`src/logic/twm_pkg.sv`:
```
// Purpose: constants and types of the two-wire master task/event layer
// Assumes: 32-bit Avalon-MM register port, byte addresses
// Notes: Function list below
// Function
// - Writing 1 to start_receive_trigger begins a receive sequence.
// - Writing 1 to start_transmit_trigger begins a transmit; reads zero.
// - After pause request, finish current byte, then set paused_flag.
// - Once paused, bus stays halted until continue is triggered.
package twm_pkg;
	// ----------------------------------------
	// Register offsets
	// ----------------------------------------
	localparam logic [11:0] OFS_START_RX = 12'h000;
	localparam logic [11:0] OFS_START_TX = 12'h008;
	localparam logic [11:0] OFS_HALT = 12'h014;
	localparam logic [11:0] OFS_PAUSE = 12'h01C;
	localparam logic [11:0] OFS_CONTINUE = 12'h020;
	localparam logic [11:0] OFS_EV_HALTED = 12'h104;
	localparam logic [11:0] OFS_EV_FAULT = 12'h124;
	localparam logic [11:0] OFS_EV_PAUSED = 12'h148;
	localparam logic [11:0] OFS_EV_RXBEGUN = 12'h14C;
	localparam logic [11:0] OFS_IRQ_STATUS = 12'h310;
	localparam logic [11:0] OFS_IRQ_ENABLE = 12'h314;
	localparam logic [11:0] OFS_IRQ_CLEAR = 12'h318;
	// ----------------------------------------
	// Fields and reset values
	// ----------------------------------------
	localparam int FLAG_BIT = 0;
	localparam int NUM_EV = 4;
	localparam int EV_HALTED = 0;
	localparam int EV_FAULT = 1;
	localparam int EV_PAUSED = 2;
	localparam int EV_RXBEGUN = 3;
	localparam logic [3:0] EV_RESET = 4'h0;
	localparam logic [3:0] IRQ_EN_RESET = 4'h0;
	localparam logic [31:0] RDATA_RESET = 32'h0000_0000;
	// SCL rising edges per byte: eight data bits and acknowledge
	localparam logic [3:0] BITS_PER_BYTE = 4'h9;
	// ----------------------------------------
	// Types
	// ----------------------------------------
	typedef struct packed {
		logic rd;
		logic wr;
		logic [11:0] addr;
		logic [3:0] be;
		logic [31:0] wdata;
	} twm_bus_req_type;
	typedef enum logic [2:0] {
		ST_IDLE,
		ST_RUN,
		ST_PAUSING,
		ST_PAUSED,
		ST_STOPPING
	} twm_state_type;
endpackage

```
`src/logic/twm_bus_port.sv`:
```
// Purpose: Avalon-MM handshake with one wait cycle per access
// Assumes: master holds request until waitrequest is low
// Notes: take_o marks the edge at which the access completes
`timescale 1ns/1ns
module twm_bus_port import twm_pkg::*; (
	input wire logic sys_clk_i, // System clock
	input wire logic reset_i, // Async reset, high
	input wire twm_bus_req_type req_i, // Bus request
	output logic wait_o, // Waitrequest, registered
	output logic load_o, // Load read data now
	output logic take_o // Access completes now
);
	logic wait_q;
	logic wait_d;
	wire req_any = req_i.rd | req_i.wr;
	assign wait_d = ~(req_any & wait_q);
	assign load_o = req_i.rd & wait_q;
	assign take_o = req_any & ~wait_q;
	assign wait_o = wait_q;
	always_ff @(posedge sys_clk_i or posedge reset_i) begin
		if (reset_i) wait_q <= 1'b1;
		else wait_q <= wait_d;
	end
endmodule // twm_bus_port

```
`src/logic/twm_link_edge.sv`:
```
// Purpose: two-stage sync of the link clock pin and rise detect
// Assumes: link clock far slower than sys_clk_i
// Notes: first stage feeds only the second
`timescale 1ns/1ns
module twm_link_edge (
	input wire logic sys_clk_i, // System clock
	input wire logic reset_i, // Async reset, high
	input wire logic pin_i, // Raw link clock pin
	output logic rise_o // One-cycle pulse per rising edge
);
	logic meta_q;
	logic sync_q;
	logic last_q;
	always_ff @(posedge sys_clk_i or posedge reset_i) begin
		if (reset_i) begin
			meta_q <= 1'b1;
			sync_q <= 1'b1;
			last_q <= 1'b1;
		end else begin
			meta_q <= pin_i;
			sync_q <= meta_q;
			last_q <= sync_q;
		end
	end
	assign rise_o = sync_q & ~last_q;
endmodule // twm_link_edge

```
`src/logic/twm_task_event.sv`:
```
// Purpose: task triggers, event flags and pause control of a two-wire master
// Assumes: framer reports stop and error as one-cycle pulses on sys_clk_i
// Notes: bytes are found by counting synced SCL rising edges
//
// Local design decision: register access over Avalon-MM.
`timescale 1ns/1ns
module twm_task_event import twm_pkg::*; (
	input wire logic sys_clk_i, // 250 MHz system clock
	input wire logic reset_i, // Async reset, high
	input wire logic [11:0] avs_address_i, // Byte address
	input wire logic avs_read_i, // Read request
	input wire logic avs_write_i, // Write request
	input wire logic [3:0] avs_byteenable_i, // Byte lanes
	input wire logic [31:0] avs_writedata_i, // Write data
	output logic [31:0] avs_readdata_o, // Read data
	output logic avs_waitrequest_o, // Wait request
	output logic irq_o, // Level interrupt
	input wire logic scl_i, // Link clock pin
	input wire logic stopped_i, // Framer stop done pulse
	input wire logic error_i, // Framer error pulse
	output logic start_rx_o, // Start receive pulse
	output logic start_tx_o, // Start transmit pulse
	output logic stop_o, // Request stop pulse
	output logic hold_o // Freeze bus while paused
);
	// ----------------------------------------
	// Bus port
	// ----------------------------------------
	twm_bus_req_type req;
	logic load;
	logic take;
	assign req = '{rd: avs_read_i, wr: avs_write_i, addr: avs_address_i,
		be: avs_byteenable_i, wdata: avs_writedata_i};
	twm_bus_port u_port (
		.sys_clk_i(sys_clk_i),
		.reset_i(reset_i),
		.req_i(req),
		.wait_o(avs_waitrequest_o),
		.load_o(load),
		.take_o(take)
	);
	function automatic logic hit(input logic [11:0] a, input logic [11:0] ofs);
		return a[11:2] == ofs[11:2];
	endfunction
	// ----------------------------------------
	// Write decode
	// ----------------------------------------
	wire wr_lane0 = take & req.wr & req.be[0];
	wire wr_one = wr_lane0 & req.wdata[FLAG_BIT];
	wire task_rx = wr_one & hit(req.addr, OFS_START_RX);
	wire task_tx = wr_one & hit(req.addr, OFS_START_TX);
	wire task_halt = wr_one & hit(req.addr, OFS_HALT);
	wire task_pause = wr_one & hit(req.addr, OFS_PAUSE);
	wire task_cont = wr_one & hit(req.addr, OFS_CONTINUE);
	wire wr_zero = wr_lane0 & ~req.wdata[FLAG_BIT];
	logic [NUM_EV-1:0] ev_zero;
	assign ev_zero[EV_HALTED] = wr_zero & hit(req.addr, OFS_EV_HALTED);
	assign ev_zero[EV_FAULT] = wr_zero & hit(req.addr, OFS_EV_FAULT);
	assign ev_zero[EV_PAUSED] = wr_zero & hit(req.addr, OFS_EV_PAUSED);
	assign ev_zero[EV_RXBEGUN] = wr_zero & hit(req.addr, OFS_EV_RXBEGUN);
	wire wr_en_reg = take & req.wr & req.be[0] & hit(req.addr, OFS_IRQ_ENABLE);
	wire wr_clr_reg = take & req.wr & req.be[0] & hit(req.addr, OFS_IRQ_CLEAR);
	// ----------------------------------------
	// Byte boundary tracking
	// ----------------------------------------
	logic scl_rise;
	twm_link_edge u_edge (
		.sys_clk_i(sys_clk_i),
		.reset_i(reset_i),
		.pin_i(scl_i),
		.rise_o(scl_rise)
	);
	twm_state_type state_q;
	twm_state_type state_d;
	logic [3:0] bit_q;
	logic [3:0] bit_d;
	logic start_rx_d;
	logic start_tx_d;
	logic stop_d;
	wire moving = (state_q == ST_RUN) || (state_q == ST_PAUSING);
	wire byte_done = moving & scl_rise & (bit_q == BITS_PER_BYTE - 4'h1);
	// Idle between bytes counts as a boundary too
	wire at_boundary = byte_done | ((bit_q == 4'h0) & ~scl_rise);
	always_comb begin
		bit_d = bit_q;
		if (start_rx_d | start_tx_d) bit_d = 4'h0;
		else if (byte_done) bit_d = 4'h0;
		else if (moving & scl_rise) bit_d = bit_q + 4'h1;
	end
	// ----------------------------------------
	// Task sequencer
	// ----------------------------------------
	always_comb begin
		state_d = state_q;
		start_rx_d = 1'b0;
		start_tx_d = 1'b0;
		stop_d = 1'b0;
		case (state_q)
			ST_IDLE: begin
				if (task_rx) begin
					start_rx_d = 1'b1;
					state_d = ST_RUN;
				end else if (task_tx) begin
					start_tx_d = 1'b1;
					state_d = ST_RUN;
				end
			end
			ST_RUN: begin
				if (task_halt) begin
					stop_d = 1'b1;
					state_d = ST_STOPPING;
				end else if (task_pause) state_d = ST_PAUSING;
			end
			ST_PAUSING: begin
				if (task_halt) begin
					stop_d = 1'b1;
					state_d = ST_STOPPING;
				end else if (at_boundary) state_d = ST_PAUSED;
			end
			ST_PAUSED: begin
				// Halt is ignored here: it must come after continue
				if (task_cont) state_d = ST_RUN;
			end
			ST_STOPPING: begin
				if (stopped_i) state_d = ST_IDLE;
			end
			default: state_d = ST_IDLE;
		endcase
		// Framer may end the frame at any time
		if (stopped_i) state_d = ST_IDLE;
	end
	// ----------------------------------------
	// Event flags and interrupt
	// ----------------------------------------
	logic [NUM_EV-1:0] ev_q;
	logic [NUM_EV-1:0] ev_d;
	logic [NUM_EV-1:0] ev_set;
	logic [NUM_EV-1:0] en_q;
	logic [NUM_EV-1:0] en_d;
	logic [NUM_EV-1:0] ev_clr;
	assign ev_set[EV_HALTED] = stopped_i;
	assign ev_set[EV_FAULT] = error_i;
	assign ev_set[EV_PAUSED] = (state_q == ST_PAUSING) && (state_d == ST_PAUSED);
	assign ev_set[EV_RXBEGUN] = start_rx_d;
	assign ev_clr = ev_zero | (wr_clr_reg ? req.wdata[NUM_EV-1:0] : '0);
	// Set wins over a clear in the same cycle
	assign ev_d = (ev_q & ~ev_clr) | ev_set;
	assign en_d = wr_en_reg ? req.wdata[NUM_EV-1:0] : en_q;
	wire irq_d = |(ev_d & en_d);
	// ----------------------------------------
	// Read decode
	// ----------------------------------------
	logic [31:0] rdata_d;
	always_comb begin
		rdata_d = RDATA_RESET;
		if (hit(req.addr, OFS_EV_HALTED)) rdata_d[FLAG_BIT] = ev_q[EV_HALTED];
		else if (hit(req.addr, OFS_EV_FAULT)) rdata_d[FLAG_BIT] = ev_q[EV_FAULT];
		else if (hit(req.addr, OFS_EV_PAUSED)) rdata_d[FLAG_BIT] = ev_q[EV_PAUSED];
		else if (hit(req.addr, OFS_EV_RXBEGUN)) rdata_d[FLAG_BIT] = ev_q[EV_RXBEGUN];
		else if (hit(req.addr, OFS_IRQ_STATUS)) rdata_d[NUM_EV-1:0] = ev_q;
		else if (hit(req.addr, OFS_IRQ_ENABLE)) rdata_d[NUM_EV-1:0] = en_q;
		// Task and clear registers are write-only and read zero
	end
	// ----------------------------------------
	// Registers
	// ----------------------------------------
	logic [31:0] rdata_q;
	logic start_rx_q;
	logic start_tx_q;
	logic stop_q;
	logic hold_q;
	logic irq_q;
	always_ff @(posedge sys_clk_i or posedge reset_i) begin
		if (reset_i) begin
			state_q <= ST_IDLE;
			bit_q <= 4'h0;
			ev_q <= EV_RESET;
			en_q <= IRQ_EN_RESET;
			rdata_q <= RDATA_RESET;
			start_rx_q <= 1'b0;
			start_tx_q <= 1'b0;
			stop_q <= 1'b0;
			hold_q <= 1'b0;
			irq_q <= 1'b0;
		end else begin
			state_q <= state_d;
			bit_q <= bit_d;
			ev_q <= ev_d;
			en_q <= en_d;
			if (load) rdata_q <= rdata_d;
			start_rx_q <= start_rx_d;
			start_tx_q <= start_tx_d;
			stop_q <= stop_d;
			hold_q <= (state_d == ST_PAUSED);
			irq_q <= irq_d;
		end
	end
	assign avs_readdata_o = rdata_q;
	assign start_rx_o = start_rx_q;
	assign start_tx_o = start_tx_q;
	assign stop_o = stop_q;
	assign hold_o = hold_q;
	assign irq_o = irq_q;

	// ----------------------------------------
	// Elaboration checks
	// ----------------------------------------
	// Flag indices and status bits must fit one word
	if (NUM_EV > 32 || EV_RXBEGUN >= NUM_EV || FLAG_BIT > 31) begin : g_bad_flags
		$error("event layout does not fit the register word");
	end
	if (BITS_PER_BYTE < 4'h2) begin : g_bad_byte
		$error("byte length too short for the boundary counter");
	end
endmodule // twm_task_event

```
`config.mk`:
```
export PLATFORM = sky130hd
export DESIGN_NAME = twm_task_event
export DESIGN_NICKNAME = d
export VERILOG_FILES = /design/src/logic/twm_pkg.sv /design/src/logic/twm_bus_port.sv /design/src/logic/twm_link_edge.sv /design/src/logic/twm_task_event.sv
export SDC_FILE = /design/constraint.sdc
export NUM_CORES = 1
export LEC_CHECK = 0
export BUFFER_PORTS_ARGS = -buffer_cell sky130_fd_sc_hd__buf_2
export CAP_MARGIN = 40
export CORE_UTILIZATION = 50
export CTS_BUF_LIST = sky130_fd_sc_hd__clkbuf_8
export CTS_CLUSTER_DIAMETER = 150
export DETAILED_ROUTE_END_ITERATION = 10
export PLACE_DENSITY = 0.85
export SKIP_LAST_GASP = 1
export SLEW_MARGIN = 30
export SYNTH_ARGS = -nofsm -noshare
export SYNTH_HDL_FRONTEND = slang
export SYNTH_HIERARCHICAL = 1
export SYNTH_SLANG_ARGS = --single-unit
```
`constraint.sdc`:
```
create_clock -name sys_clk_i -period 5.4 [get_ports sys_clk_i]
set_clock_uncertainty 0.2 [all_clocks]
set_input_delay 0.81 -clock sys_clk_i [delete_from_list [all_inputs] [get_ports sys_clk_i]]
set_output_delay 0.81 -clock sys_clk_i [all_outputs]
set_load 0.02 [all_outputs]
```
# Word-level counts from Yosys, hierarchy flattened
# Cells that the tools add are included.
# totals
output_inout_bits	38
input_bits	55
register_bits	28
wordCells	106
# op_classes
n_addsub	1
eq_ne	17
n_reduce_logical	8
n_mux	31
n_bitwise	35
# op_table
op	count
equality test 10 x 7 -> 1 bit (second input constant)	4
2-to-1 mux 3 bit	12
equality test 10 x 8 -> 1 bit (second input constant)	3
2-to-1 mux 4 bit	7
AND 1 bit	22
equality test 10 x 3 -> 1 bit (second input constant)	2
one-hot mux 3 bit (5 select lines)	1
2-to-1 mux 1 bit	11
equality test 10 x 2 -> 1 bit (second input constant)	1
equality test 10 x 4 -> 1 bit (second input constant)	1
logical NOT 10 bit	1
equality test 3 x 2 -> 1 bit (second input constant)	3
AND 4 bit	2
OR 4 bit	2
NOT 1 bit	5
adder 4 x 1 -> 4 bit (second input constant)	1
equality test 4 bit (second input constant)	1
logical NOT 4 bit	1
NOT 4 bit	1
OR reduction 4 bit	1
equality test 3 x 1 -> 1 bit (second input constant)	1
equality test 3 bit (second input constant)	1
logical NOT 3 bit	1
OR 1 bit	3
4 further kinds	4

# Depth between registers and ports, before layout
# logic_depth
word_depth	15
ltp_mapped	7
depth_no_buf	7

# By module
# Netlist, hierarchy kept.
# modules_own_cells
module	seq_area_each_um2	area_each_um2	cells_per_inst	instances
twm_task_event	600.6	1641.6	177	1
twm_link_edge	78.8	96.3	5	1
twm_bus_port	26.3	52.6	5	1

# Worst setup path before layout
# Ideal clock, no wire load.
# synth_timing
path_kind	input -> register
startpoint	input avs_address_i[5]
endpoint	register irq_q (netlist: irq_o)
setup_ps	129
arrival_ps	2293
path_slack_ps	2779
cell_stages	6
n_path_buf	0
t_required_ps	5071
path_cell_list	nor4b_4 -> and4_1 -> nand2_1 -> a31o_1 -> and2_0 -> a2111o_1
# synth_between
word_cells_on_any_way	42
classes_between	eq/ne: 11; mux: 12; bitwise: 16; reduce/logical: 3
# synth_rtl
element	line_no	rtl
start: declaration	twm_task_event.sv:10	input wire logic [11:0] avs_address_i,
equality test 10 x 8 -> 1 bit	twm_task_event.sv:43	return a[11:2] == ofs[11:2];
AND 1 bit	twm_task_event.sv:62	wire wr_clr_reg = take & req.wr & req.be[0] & hit(req.addr, OFS_IRQ_CLEAR);
2-to-1 mux 4 bit	twm_task_event.sv:145	assign ev_clr = ev_zero | (wr_clr_reg ? req.wdata[NUM_EV-1:0] : '0);
OR 4 bit (*)	twm_task_event.sv:145	
NOT 4 bit (*)	twm_task_event.sv:147	assign ev_d = (ev_q & ~ev_clr) | ev_set;
AND 4 bit (*)	twm_task_event.sv:147	
OR 4 bit (*)	twm_task_event.sv:147	
via ev_d[1]	twm_task_event.sv:136	logic [NUM_EV-1:0] ev_d;
AND 4 bit (*)	twm_task_event.sv:149	wire irq_d = |(ev_d & en_d);
OR reduction 4 bit (*)	twm_task_event.sv:149	
via irq_d	twm_task_event.sv:149	
end signal: assignment	twm_task_event.sv:195	irq_q <= irq_d;
end: declaration	twm_task_event.sv:172	logic irq_q;
# The timed path passes the listed nets; every way through them passes the cells marked *.
# A chain may end at the register's enable or synchronous reset.

# Final worst setup path
# layout_timing
startpoint	input avs_address_i[2]
endpoint	register irq_q (netlist: irq_o)
# The elaborated chain is that of the path after synthesis.

==> run metrics <==
synth-to-layout area growth 10.2%; Cell Pwr Density roughly 230 nW/µm²; minimum clock period 2.67 ns; Starting Density 52.8%; R2R depth 7; most common cell after layout, fill and taps aside buf_2; die area ~3800 µm²; drt drc 0; LEAKAGE 0.000956 µW; vias in the first global route 1215; Arrival @ worst endpoint roughly 2.6 ns; Slew HR a little under three fifths; cell row count 21; GPL Wtd Cong 0.879; Avg WL per Cell about 13 µm; Yosys warnings 6; DP Wirelength between 2 and 3 mm; final hold violations 0; Final Setup Violations 0; Hold WS 0.161 ns; diode count 0; fmax between 300 and 400 MHz; CTS tree yes; PostCTS Resize Cnt 0; Vias/cell 5.26; final worst slack ~2.7 ns; number of I/O port buffers 31; die height 61.8 µm; RSZ-0062 raised after global routing no; Post-synth EDFFs 0; Hold Buf Count CTS 0; status complete, no violations; Slew Limit Fails 0; Vias 1400; initial antenna violation count 0; Peak VDD IR 0.000207 V; Bufs on Longest Clock Path 2; worst-skew pair later-pin latency 0.28 ns; CTS sink cnt 28; crit path max fanout 15; total negative slack 0 ns; crit share post-route about half; register area share after synthesis 39.4%; WL final 3.50 mm; placed cell count 262; CTS H-tree lvls 1; Routed Antenna Nets 0; Worst-path clk slew 0.10 ns; asr flop ratio synth 100%; Tightest Hold Check Type reg2reg; Seq cells post-synth 28; critical path class in2reg; grt ovf 0; share of layout cells above drive strength 1 25.9%; CTS Buf Count 3; Worst Tran Pin Value 0.649 ns; Ports between 90 and 100; setup bufs post-CTS 0; Pre-Repair DR Iteration Count 4; Worst Path Required about 5.4 ns; Root Buffer clkbuf_8; hold path cells 0; synth unique cells 55; Post-Syn Instances 187; pin count of the biggest net entering global routing 17; Cell Area, Placed 1900 µm²; initial DRC count 47; global-route wire length before repair 5.64 mm; most frequent cells in the layout buf_2, conb_1, dfrtp_1; core box area ~3400 µm²; Final Instance Area around 2000 µm²; top_reg_cell synth dfrtp_1; dpl ws 2.44 ns; Max-Cap Viols 0; All-Layer GR Usage 20.6%; CP Capture Type register; Die X 61.8 µm; post-route insts no fill ~270; synthesized area 1790 µm²; Synth Area per Inst 9.57 µm²; crit start category primary input; fill count 314; fin nets 278
## area by class of cell
class	instances	area (µm²)	share of cell area, %
clock buffers	3	41.3	2.09
clock inverters	1	30.0	1.52
inverters	12	45.0	2.28
multi-input cells	144	923	46.8
flip-flops and latches	28	706	35.8
well taps	46	57.6	2.92
repair buffers	32	170	8.62
## cell families (layout without fill, tap and decap cells)
| family | Yosys count | in the layout | share of synthesized area (%) |
|---|---|---|---|
| buf+inv | 42 | 48 | 14.7 |
| mux | 8 | 8 | 4.82 |
| flops | 28 | 28 | 39.4 |
| other cells | 1 | 28 | 0.209 |
| simple gates | 70 | 70 | 26.1 |
| compound gates | 34 | 34 | 12.4 |
| xor+xnor | 2 | 2 | 0.979 |
| fa+ha+maj | 2 | 2 | 1.40 |
## state kept, by name, indices dropped and copies added (netlist names)
register,flops
state_q,3
u_port/wait_o,1
u_edge/sync_q,1
avs_readdata_o,4
bit_q,4
start_tx_o,1
stop_o,1
hold_o,1
u_edge/meta_q,1
u_edge/last_q,1
ev_q,4
start_rx_o,1
irq_o,1
en_q,4
## synthesized netlist by cell type, drive strengths merged (3+ instances only)
library cell | number | area share, %
mux2i | 3 | 1.7
nand4 | 5 | 2.6
nand3 | 6 | 1.7
dfrtp | 24 | 34
nor4 | 5 | 1.7
nor3 | 7 | 2.2
mux2 | 5 | 3.1
nand2 | 12 | 2.5
a21oi | 10 | 2.8
o21ai | 6 | 1.7
dfstp | 4 | 5.9
o22ai | 3 | 1.0
and3 | 3 | 1.1
and2 | 3 | 1.1
nor4b | 5 | 4.0
buf | 28 | 12
nor2 | 8 | 1.7
nor2b | 5 | 2.2
a31oi | 3 | 1.0
inv | 12 | 2.5
## power breakdown
group,internal [µW],total (µW),switching (µW)
sequential,216,219,3.65
clock,99.4,166,66.8
combinational,18.2,63.8,45.7
## stage by stage
stage          power [µW]  util (%)
5_1_grt               470      58.2
4_1_cts               454      58.2
6_report              449      58.2
2_1_floorplan         280         -
3_5_place_dp          287      56.1
3_3_place_gp          284      55.7
## layer usage
metal  up-vias  track usage (%)  share of wire [%]  routed length (µm)
met1       652             29.1                 45                1580
li1        681                -                  -                   -
met5         -                0                  0                   0
met4         0             5.71                1.3                  46
met3         4             4.35                7.9                 278
met2        63             32.0                 46                1590
## path summary, 6_finish.rpt
| path | startpoint | endpoint | slack [ns] |
|---|---|---|---|
| worst max-delay path | avs_address_i[2] | irq_o$_DFF_PP0_ | 2.73 |
| worst min-delay path | u_edge/meta_q$_DFF_PP1_ | u_edge/sync_q$_DFF_PP1_ | 0.16 |
| worst max register to register | u_port/wait_o$_DFF_PP1_ | irq_o$_DFF_PP0_ | 2.97 |
| worst min register to register | u_edge/meta_q$_DFF_PP1_ | u_edge/sync_q$_DFF_PP1_ | 0.16 |
| max in group asynchronous | reset_i | ev_q[0]$_DFF_PP0_ | 4.22 |
| min in group asynchronous | reset_i | bit_q[3]$_DFFE_PP0P_ | 0.33 |
## critical path: stages
cell and delay [ns]:
buf_2 0.27, and2b_2 0.29, nand2_1 0.11, or4_1 0.42
a31o_1 0.23, and2_0 0.13, a2111o_1 0.38
(Power assumes the default switching activity.)
